## src/srcfg_map.vh

```
// Constants for the serializer reset and configuration register bank.
// Assumes an I2C slave engine outside presents byte-wide register accesses.
`ifndef SRCFG_MAP_VH
`define SRCFG_MAP_VH
`define SRCFG_ADDR_RESET 8'h01
`define SRCFG_ADDR_GENCFG 8'h03
`define SRCFG_GENCFG_RST 8'hD2
`define SRCFG_GENCFG_WMASK 8'hBF
`define SRCFG_RESET_WMASK 8'h13
`define SRCFG_BIT_RST_LOGIC 0
`define SRCFG_BIT_RST_FULL 1
`define SRCFG_BIT_RST_VIDEO 4
`define SRCFG_BIT_CRC_EN 7
`define SRCFG_BIT_AUTOACK 5
`define SRCFG_RST_PULSE_CYC 4
`endif

```

## src/srcfg_rst_pulse.v

```verilog
// Stretches a one-cycle reset request into a fixed-length reset pulse.
// Assumes request and clock in the same domain.
`timescale 1ns/1ns
`default_nettype none
module srcfg_rst_pulse #(
  parameter LEN = 4
) (
  input wire clk_sys_i,
  input wire rst_n_i,
  input wire req_i,
  output reg active_o
);
  reg [7:0] cnt_ff;
  always @(posedge clk_sys_i) begin
    if (!rst_n_i) begin
      cnt_ff <= 8'h00;
      active_o <= 1'b0;
    end else if (req_i) begin
      cnt_ff <= LEN[7:0];
      active_o <= 1'b1;
    end else if (cnt_ff != 8'h00) begin
      cnt_ff <= cnt_ff - 8'h01;
      active_o <= (cnt_ff != 8'h01);
    end else begin
      active_o <= 1'b0;
    end
  end
endmodule // srcfg_rst_pulse
`default_nettype wire

```

## src/srcfg_regs.v

```verilog
// Reset and general configuration registers of the serializer.
// Assumes the I2C slave engine drives addr/wdata/wr_en/rd_en in this clock domain,
// and remote I2C forwarding reports its acknowledge on remote_ack_*.
// Logic and video resets leave as active-low levels, the restore and strap strobes as high pulses; the blocks they reset sit elsewhere.
// Strap capture and the listed default registers live outside and act on strobes.
`include "srcfg_map.vh"
`timescale 1ns/1ns
`default_nettype none
module srcfg_regs #(
  parameter RST_PULSE_CYC = `SRCFG_RST_PULSE_CYC
) (
  input wire clk_sys_i,
  input wire rst_n_i,
  input wire [7:0] addr_i,
  input wire [7:0] wdata_i,
  input wire wr_en_i,
  input wire rd_en_i,
  input wire second_port_select_i,
  input wire pass_all_p0_i,
  input wire pass_all_p1_i,
  input wire remote_wr_p0_i,
  input wire remote_wr_p1_i,
  input wire remote_tgt_is_deser_i,
  input wire remote_ack_p0_i,
  input wire remote_ack_p1_i,
  output reg [7:0] rdata_o,
  output reg crc_check_en_o,
  output reg autoack_p0_o,
  output reg autoack_p1_o,
  output reg local_ack_p0_o,
  output reg local_ack_p1_o,
  output reg logic_reset_n_o,
  output reg video_reset_n_o,
  output reg restore_defaults_o,
  output reg strap_reload_o
);

  ////////////////////////////////////////////////////////////////////////
  // Register state
  reg [7:0] gencfg_p0_ff;
  reg [7:0] gencfg_p1_ff;
  reg full_req_ff;
  reg [7:0] nxt_gencfg_p0;
  reg [7:0] nxt_gencfg_p1;
  wire logic_active;
  wire video_active;

  ////////////////////////////////////////////////////////////////////////
  // Address decode
  // Byte-wide address compare, shared by the write and read decode
  function addr_hit;
    input [7:0] addr_v;
    input [7:0] target_v;
    begin
      addr_hit = (addr_v == target_v);
    end
  endfunction

  // Reserved reset bits are dropped before decoding
  wire [7:0] rst_wbits = wdata_i & `SRCFG_RESET_WMASK;
  wire wr_reset = wr_en_i && addr_hit(addr_i, `SRCFG_ADDR_RESET);
  wire wr_gencfg = wr_en_i && addr_hit(addr_i, `SRCFG_ADDR_GENCFG);
  wire rd_gencfg = rd_en_i && addr_hit(addr_i, `SRCFG_ADDR_GENCFG);
  wire req_full = wr_reset && rst_wbits[`SRCFG_BIT_RST_FULL];
  wire req_logic = wr_reset && rst_wbits[`SRCFG_BIT_RST_LOGIC];
  wire req_video = wr_reset && rst_wbits[`SRCFG_BIT_RST_VIDEO];

  ////////////////////////////////////////////////////////////////////////
  // Reset stretchers
  // Full reset is delayed one cycle so the write itself completes first.
  // The register copies see it for one edge only, which is enough since
  // they hold no multi-cycle state of their own.
  wire regs_rst = !rst_n_i || full_req_ff;

  srcfg_rst_pulse #(.LEN(RST_PULSE_CYC)) u_logic_pulse (
    .clk_sys_i(clk_sys_i),
    .rst_n_i(rst_n_i),
    .req_i(req_logic || full_req_ff),
    .active_o(logic_active)
  );

  // Video receiver has its own stretcher so bit 4 leaves the rest running
  srcfg_rst_pulse #(.LEN(RST_PULSE_CYC)) u_video_pulse (
    .clk_sys_i(clk_sys_i),
    .rst_n_i(rst_n_i),
    .req_i(req_video || full_req_ff),
    .active_o(video_active)
  );

  // Masked merge keeps stored bits where the mask is clear
  function [7:0] merge;
    input [7:0] old_v;
    input [7:0] new_v;
    input [7:0] mask;
    begin
      merge = (old_v & ~mask) | (new_v & mask);
    end
  endfunction

  always @* begin
    nxt_gencfg_p0 = gencfg_p0_ff;
    nxt_gencfg_p1 = gencfg_p1_ff;
    // Port select steers the write to that port's own copy
    if (wr_gencfg && !second_port_select_i) begin
      nxt_gencfg_p0 = merge(gencfg_p0_ff, wdata_i, `SRCFG_GENCFG_WMASK);
    end
    if (wr_gencfg && second_port_select_i) begin
      nxt_gencfg_p1 = merge(gencfg_p1_ff, wdata_i, `SRCFG_GENCFG_WMASK);
    end
  end

  ////////////////////////////////////////////////////////////////////////
  // Registers and self-clearing reset bits
  always @(posedge clk_sys_i) begin
    if (!rst_n_i) begin
      full_req_ff <= 1'b0;
    end else begin
      // Single-cycle request; the self-clearing bit has no storage
      full_req_ff <= req_full;
    end
  end

  // A full reset returns both port copies to their reset value
  always @(posedge clk_sys_i) begin
    if (regs_rst) begin
      gencfg_p0_ff <= `SRCFG_GENCFG_RST;
      gencfg_p1_ff <= `SRCFG_GENCFG_RST;
    end else begin
      gencfg_p0_ff <= nxt_gencfg_p0;
      gencfg_p1_ff <= nxt_gencfg_p1;
    end
  end

  ////////////////////////////////////////////////////////////////////////
  // Outputs, all registered
  // Two ports, kept as two-bit vectors so the ack path is written once
  localparam NPORT = 2;

  wire [NPORT-1:0] cfg_autoack = {gencfg_p1_ff[`SRCFG_BIT_AUTOACK], gencfg_p0_ff[`SRCFG_BIT_AUTOACK]};
  wire [NPORT-1:0] pass_all = {pass_all_p1_i, pass_all_p0_i};
  wire [NPORT-1:0] remote_wr = {remote_wr_p1_i, remote_wr_p0_i};
  wire [NPORT-1:0] remote_ack = {remote_ack_p1_i, remote_ack_p0_i};
  wire [NPORT-1:0] aa;
  wire [NPORT-1:0] imm;
  wire [NPORT-1:0] nxt_local_ack;

  genvar port_g;
  generate
    for (port_g = 0; port_g < NPORT; port_g = port_g + 1) begin : g_port
      // Each port works from its own copy, so the settings never mix
      // Auto-ack is held off while the registers sit in reset
      assign aa[port_g] = cfg_autoack[port_g] && !regs_rst;
      // Auto-ack covers the deserializer, or any target under pass-all
      assign imm[port_g] = aa[port_g] && (remote_tgt_is_deser_i || pass_all[port_g]);
      // Remote NACK is masked while immediate ack applies
      assign nxt_local_ack[port_g] = remote_wr[port_g] && (imm[port_g] || remote_ack[port_g]);
    end
  endgenerate

  ////////////////////////////////////////////////////////////////////////
  // Read data
  always @(posedge clk_sys_i) begin
    if (!rst_n_i) begin
      rdata_o <= 8'h00;
    end else if (rd_gencfg) begin
      // Reserved bit 6 is stored but never shown
      rdata_o <= second_port_select_i ? (gencfg_p1_ff & `SRCFG_GENCFG_WMASK)
                                      : (gencfg_p0_ff & `SRCFG_GENCFG_WMASK);
    end else if (rd_en_i) begin
      // Reset bits always read zero: they clear on their own
      rdata_o <= 8'h00;
    end
  end

  ////////////////////////////////////////////////////////////////////////
  // Configuration outputs
  always @(posedge clk_sys_i) begin
    if (!rst_n_i) begin
      crc_check_en_o <= 1'b1;
      autoack_p0_o <= 1'b0;
      autoack_p1_o <= 1'b0;
    end else begin
      // Checker follows the port 0 copy; forced on during a full reset
      crc_check_en_o <= regs_rst ? 1'b1 : gencfg_p0_ff[`SRCFG_BIT_CRC_EN];
      autoack_p0_o <= aa[0];
      autoack_p1_o <= aa[1];
    end
  end

  ////////////////////////////////////////////////////////////////////////
  // Acknowledge towards the local I2C master
  always @(posedge clk_sys_i) begin
    if (!rst_n_i) begin
      local_ack_p0_o <= 1'b0;
      local_ack_p1_o <= 1'b0;
    end else begin
      // One edge after the remote answer, as the slave engine expects
      local_ack_p0_o <= nxt_local_ack[0];
      local_ack_p1_o <= nxt_local_ack[1];
    end
  end

  ////////////////////////////////////////////////////////////////////////
  // Reset strobes towards the rest of the device
  // Full reset holds both resets low across the one-cycle gap before the
  // stretchers start, so the logic never sees a short release
  wire logic_hold = logic_active || req_logic || req_full || full_req_ff;
  wire video_hold = video_active || req_video || req_full || full_req_ff;

  always @(posedge clk_sys_i) begin
    if (!rst_n_i) begin
      logic_reset_n_o <= 1'b0;
      video_reset_n_o <= 1'b0;
      restore_defaults_o <= 1'b0;
      strap_reload_o <= 1'b0;
    end else begin
      logic_reset_n_o <= !logic_hold;
      video_reset_n_o <= !video_hold;
      // Listed registers elsewhere restore on these strobes
      restore_defaults_o <= req_logic;
      strap_reload_o <= req_logic || full_req_ff;
    end
  end
endmodule // srcfg_regs
`default_nettype wire

```

## config.mk

```make
export PLATFORM = sky130hd
export DESIGN_NAME = srcfg_regs
export DESIGN_NICKNAME = d
export VERILOG_FILES = /design/src/srcfg_rst_pulse.v /design/src/srcfg_regs.v
export VERILOG_INCLUDE_DIRS = /design/src /design/src/src
export SDC_FILE = /design/constraint.sdc
export NUM_CORES = 1
export LEC_CHECK = 0
export ABC_AREA = 1
export BUFFER_PORTS_ARGS = -buffer_cell sky130_fd_sc_hd__buf_2
export CORE_ASPECT_RATIO = 0.6
export CORE_UTILIZATION = 43
export DETAILED_ROUTE_END_ITERATION = 6
export PLACE_DENSITY = 0.74
export SLEW_MARGIN = 20
export SYNTH_ARGS = -nofsm -noshare
export SYNTH_HDL_FRONTEND = slang
export SYNTH_SLANG_ARGS = --single-unit
```

## constraint.sdc

```tcl
create_clock -name clk_sys_i -period 2 [get_ports clk_sys_i]
set_input_delay 0.4 -clock clk_sys_i [delete_from_list [all_inputs] [get_ports clk_sys_i]]
set_output_delay 0.4 -clock clk_sys_i [all_outputs]
set_load 0.01 [all_outputs]
```

# After elaboration in Yosys (flattened, before gate mapping)
# Cells that the tools add are included.
# W data, S select, Z words.
# op_classes
addsub	2
n_eq_ne	4
muxes	11
bitwise	3
reduce_logical	40
# op_table
op	count
$mux W8	3
$ne A8 B1 Y1 const B	2
$or A7 B8 Y8	2
$reduce_bool A8 Y1	2
$sub A8 B1 Y8 const B	2
$logic_and A1 B1 Y1	14
$logic_or A1 B1 Y1	13
$mux W3	4
$eq A8 B1 Y1 const B	1
$eq A8 B2 Y1 const B	1
$reduce_bool A2 Y1	3
$reduce_or A2 Y1	3
$logic_not A1 Y1	5
$mux W1	4
$not A1 Y1	1
# totals
reg_bits	52
inputBits	28
out_inout_bits	17
word_cells	79

# Logic depth before layout (Yosys ltp)
# depth
depth_word	7
mapped_depth	8
ltp_nobuf	8

# Hierarchy
# From an unflattened synthesis, not the netlist that was laid out.
# hier_totals
hier_cells	326
area_unflattened_um2	2377.3
# by_module_without_submodules
module	n_inst	cells_per_inst	area_each_um2	seq_area_each_um2
srcfg_regs	1	186	1356.3	620.6
srcfg_rst_pulse	2	70	510.5	180.2

# Least setup slack after synthesis
# Ideal clock, no wire load.
# synth_timing
path_type	input -> register
start	in addr_i[7]
end	reg gencfg_p0_ff[5]
setup_time_ns	0.110
arrival_ns	1.110
required_ns	1.890
path_slack_ns	0.780
stages	7
path_buffers	1
cell_sequence	nor2_1 nand2_2 nor2_8 buf_6 nand4_1 nand2_1 nor2_1
# synth_between
elab_chain_len	3
# synth_rtl
element	line	rtl
start: declaration	srcfg_regs.v:14	input wire [7:0] addr_i,
$eq A8 B2 Y1	srcfg_regs.v:55	addr_hit = (addr_v == target_v);
$logic_and A1 B1 Y1	srcfg_regs.v:62	wire wr_gencfg = wr_en_i && addr_hit(addr_i, `SRCFG_ADDR_GENCFG);
$logic_and A1 B1 Y1	srcfg_regs.v:104	if (wr_gencfg && !second_port_select_i) begin
end signal: assignment	srcfg_regs.v:126	gencfg_p0_ff <= `SRCFG_GENCFG_RST;
end signal: assignment	srcfg_regs.v:129	gencfg_p0_ff <= nxt_gencfg_p0;
end: declaration	srcfg_regs.v:40	reg [7:0] gencfg_p0_ff;
# Every way passes these cells.
# A chain may end at the register's enable or synchronous reset.

# Worst setup path in the final report
# layout_timing
start	reg u_logic_pulse.cnt_ff[1]
end	reg u_logic_pulse.cnt_ff[7]
# layout_between
elab_chain_len	1
word_cells_on_any_way	2
classes_between	add/sub: 1; reduce/logical: 1
# layout_rtl
element	line	rtl
start: declaration	srcfg_rst_pulse.v:13	reg [7:0] cnt_ff;
start signal: assignment	srcfg_rst_pulse.v:19	cnt_ff <= LEN[7:0];
start signal: assignment	srcfg_rst_pulse.v:22	cnt_ff <= cnt_ff - 8'h01;
$sub A8 B1 Y8 or $reduce_bool A8 Y1 (tied branches)	srcfg_rst_pulse.v:22, srcfg_rst_pulse.v:21	
# Parallel ways exist; a longest one is shown, timed or not.

==> impl_results.md <==
- Layout Nets: between 300 and 400
- Fmax: around 740 MHz
- Worst-path cell chain: inv_1 > ha_1 > nand2_1 > nor2_1 > inv_1 > nand3_2 > nor2_1
- HP Start: remote_ack_p0_i
- Crit path max fanout: 5
- Status: complete, but fails checks
- Starting Density: ~46%
- GRT Overall Usage: 17.25%
- Worst slack at placement: about 440 ps
- First-pass GRT wire length: slightly below 8 mm
- Slew Limit Fails: 0
- Setup WS post-layout: approximately 650 ps
- # diodes: 0
- Net count after synthesis: 350
- Synth area leaders: dfxtp_1, nand2_1, inv_1, nor2_1, nand3_1
- Min cycle time layout: ~1400 ps
- Post-route cell area: between 2000 and 3000 um^2
- Max-cap viol count: 0
- Layout cells sized above 1: between 20% and 30%
- Total grt overflow: 0
- Dpl hpwl: 3.374 mm
- Most used DFF post-synth: dfxtp_1
- CP Launch Type: flop
- Max stage delay cell, worst path: dfxtp_1
- Post-Syn Instances: approximately 320
- Endpoints failing hold: 0
- Syn_area_per_cell: 7.594 um^2
- CP Buf/Inv Count: 2
- # IOs: 45
- GPL Wtd Cong: approximately 0.80
- Yosys top cell by area: dfxtp_1
- Reg2reg start: u_logic_pulse.cnt_ff[1]
- Deepest clock path buffer count: 2
- Worst hold-check slack: a little over 300 ps
- Yosys top cell area share: around two fifths
- Largest net degree at the start of global routing: 24
- Seq/Total Area, Yosys: ~40%
- Via density: between 4 and 5
- P_leak: 1.348 nW
- CORE AREA: around 5200 um^2
- Final setup vio count: 0
- Clk Latency, worst-skew pair: 290 ps
- Final worst-path cycle share: between 60% and 70%
- Die width: 98.45 um
- Crit path DAT: approximately 1500 ps
- Number of flops mapped to enable cells by yosys: 0
- # hold bufs at CTS: 0
- DR pass1 iterations: 6
- Initial antenna violation count: 0
- Clock Skew: around 4.8 ps
- DRC: 3
- Clock Sinks: 49
- Final wirelength: around 4.7 mm
- CTS clk-pin slew, worst paths: around 90 ps
- Post-synthesis register bit count: 49
- Area growth syn-to-layout: 14.02%
- Critical path's top delay family: simple AND/OR/NAND/NOR gates
- Per-cell routed wire length: 10.99 um
- Die extent in y: 59.87 um
- Cell Rows: 20
- CTS tree: yes
- CP endpoint kind: flop
- Filler-free cell count of the finished design: ~420
- DRT antenna net count: 0
- Post-CTS sizing: 0
- Setup Buffers After CTS: 0
- Yosys warnings: 0
- CTS root buffer: clkbuf_8
- Final Core Density: 52.57%
- CP startpoint: u_logic_pulse.cnt_ff[1]
- Pwr Density: around 1100 nW/um^2
- Iter 0 DRT Violations: just under 100
- Placed inst area: between 2000 and 3000 um^2
- FFs w/ async S/R, synth: 0%
- Die area: 5893 um^2
- Overall power: 3.073 mW
- CTS Buf Count: 5
- Largest stage delay, worst path: 320 ps
- Area of the mapped netlist: 2400 um^2
- Worst hold path class: in2reg
- Worst VDD drop: 713.3 uV
- Worst EP required: 2190 ps
- CP Class: reg2reg
- Sum of negative setup slack: 0 ps
- Violated checks: design-rule violations
- RSZ-0062 raised after global routing: no
- Number of global-route vias before repair: roughly 1800
- Inst Count DP: 416
- IO buf count: 42
- H-tree lvl count: 2
- Vias: between 1500 and 2000
- Library cells used by synthesis: 31
[cells by family (layout without fill, tap and decap cells)]
family | Yosys count | in the layout | synth area share (%)
AOI/OAI and AO/OA | 23 | 23 | 5.370
adders and majority gates | 6 | 6 | 3.128
and+or+nand+nor | 172 | 172 | 36.03
xor gates and xnor gates | 10 | 10 | 3.650
buffers and inverters | 55 | 97 | 10.79
DFF | 49 | 49 | 40.88
other | 1 | 1 | 0.1563
[cell type report]
class / instances / area, um^2
clock buffer: 7 / 86.33
clock inverter: 1 / 30.03
fill: 537 / 2469
inverter: 45 / 171.4
multi-input combinational: 212 / 1160
sequential: 49 / 980.9
tap: 66 / 82.58
timing repair buffer: 44 / 225.2
[report_power, final]
part,internal (mW),total [mW],switching (mW)
registers,1.14,1.25,0.113
logic,0.432,1.10,0.664
clock network,0.408,0.724,0.316
total,1.98,3.07,1.09
[state kept, by name, indices dropped and copies added, names as in the netlist]
| register | flops |
|---|---|
| autoack_p0_o | 1 |
| autoack_p1_o | 1 |
| crc_check_en_o | 1 |
| full_req_ff | 1 |
| gencfg_p0_ff | 7 |
| gencfg_p1_ff | 7 |
| local_ack_p0_o | 1 |
| local_ack_p1_o | 1 |
| logic_reset_n_o | 1 |
| rdata_o | 7 |
| restore_defaults_o | 1 |
| strap_reload_o | 1 |
| u_logic_pulse.active_o | 1 |
| u_logic_pulse.cnt_ff | 8 |
| u_video_pulse.active_o | 1 |
| u_video_pulse.cnt_ff | 8 |
| video_reset_n_o | 1 |
[routing by layer]
layer / vias to the layer above / track usage (%) / share of wire [%]
met1: 853 / 24.71 / 53
met5: - / 0 / 0
met4: 0 / 4.478 / 0.43
met2: 60 / 26.16 / 40
li1: 1068 / - / -
met3: 2 / 4.094 / 6.8
[cells in the mapped netlist (2+ instances only)]
master    n
a21oi_1  12
a21oi_2   3
buf_2     3
buf_4     2
buf_6     3
dfxtp_1  49
ha_1      6
inv_1    41
inv_2     2
nand2_1  74
nand2_2   3
nand3_1  21
nand3_2   7
nand3_4   2
nand4_1  14
nor2_1   38
nor2_2    4
nor2_4    3
nor2_8    2
o21ai_0   7
or2_2     2
xnor2_1   2
xor2_1    8
[tightest hold or removal path, stage by stage]
cell	delay, ps
buf_2	70
a21oi_1	30
nor2_1	60
[path summary, 6_finish.rpt]
kind,cells after the start,slack [ps],to
setup / recovery,7,650,u_logic_pulse.cnt_ff[7]
hold / removal,3,310,local_ack_p0_o
setup reg to reg,7,650,u_logic_pulse.cnt_ff[7]
hold reg to reg,2,460,crc_check_en_o
[cells in the final DEF (no fill, tap or decap), types with 2 or more instances in the layout]
cell type / count
xnor2_1: 2
ha_1: 6
nand3_1: 21
dfxtp_1: 49
nand4_1: 14
a21oi_1: 12
inv_1: 41
nand2_2: 3
inv_2: 2
nand3_2: 7
xor2_1: 8
buf_4: 2
or2_2: 2
nor2_2: 4
clkbuf_8: 6
a21oi_2: 3
buf_2: 42
nor2_4: 3
nor2_1: 38
o21ai_0: 7
nand3_4: 2
nor2_8: 2
nand2_1: 74
Note: power is estimated with default switching activity, not from simulation.
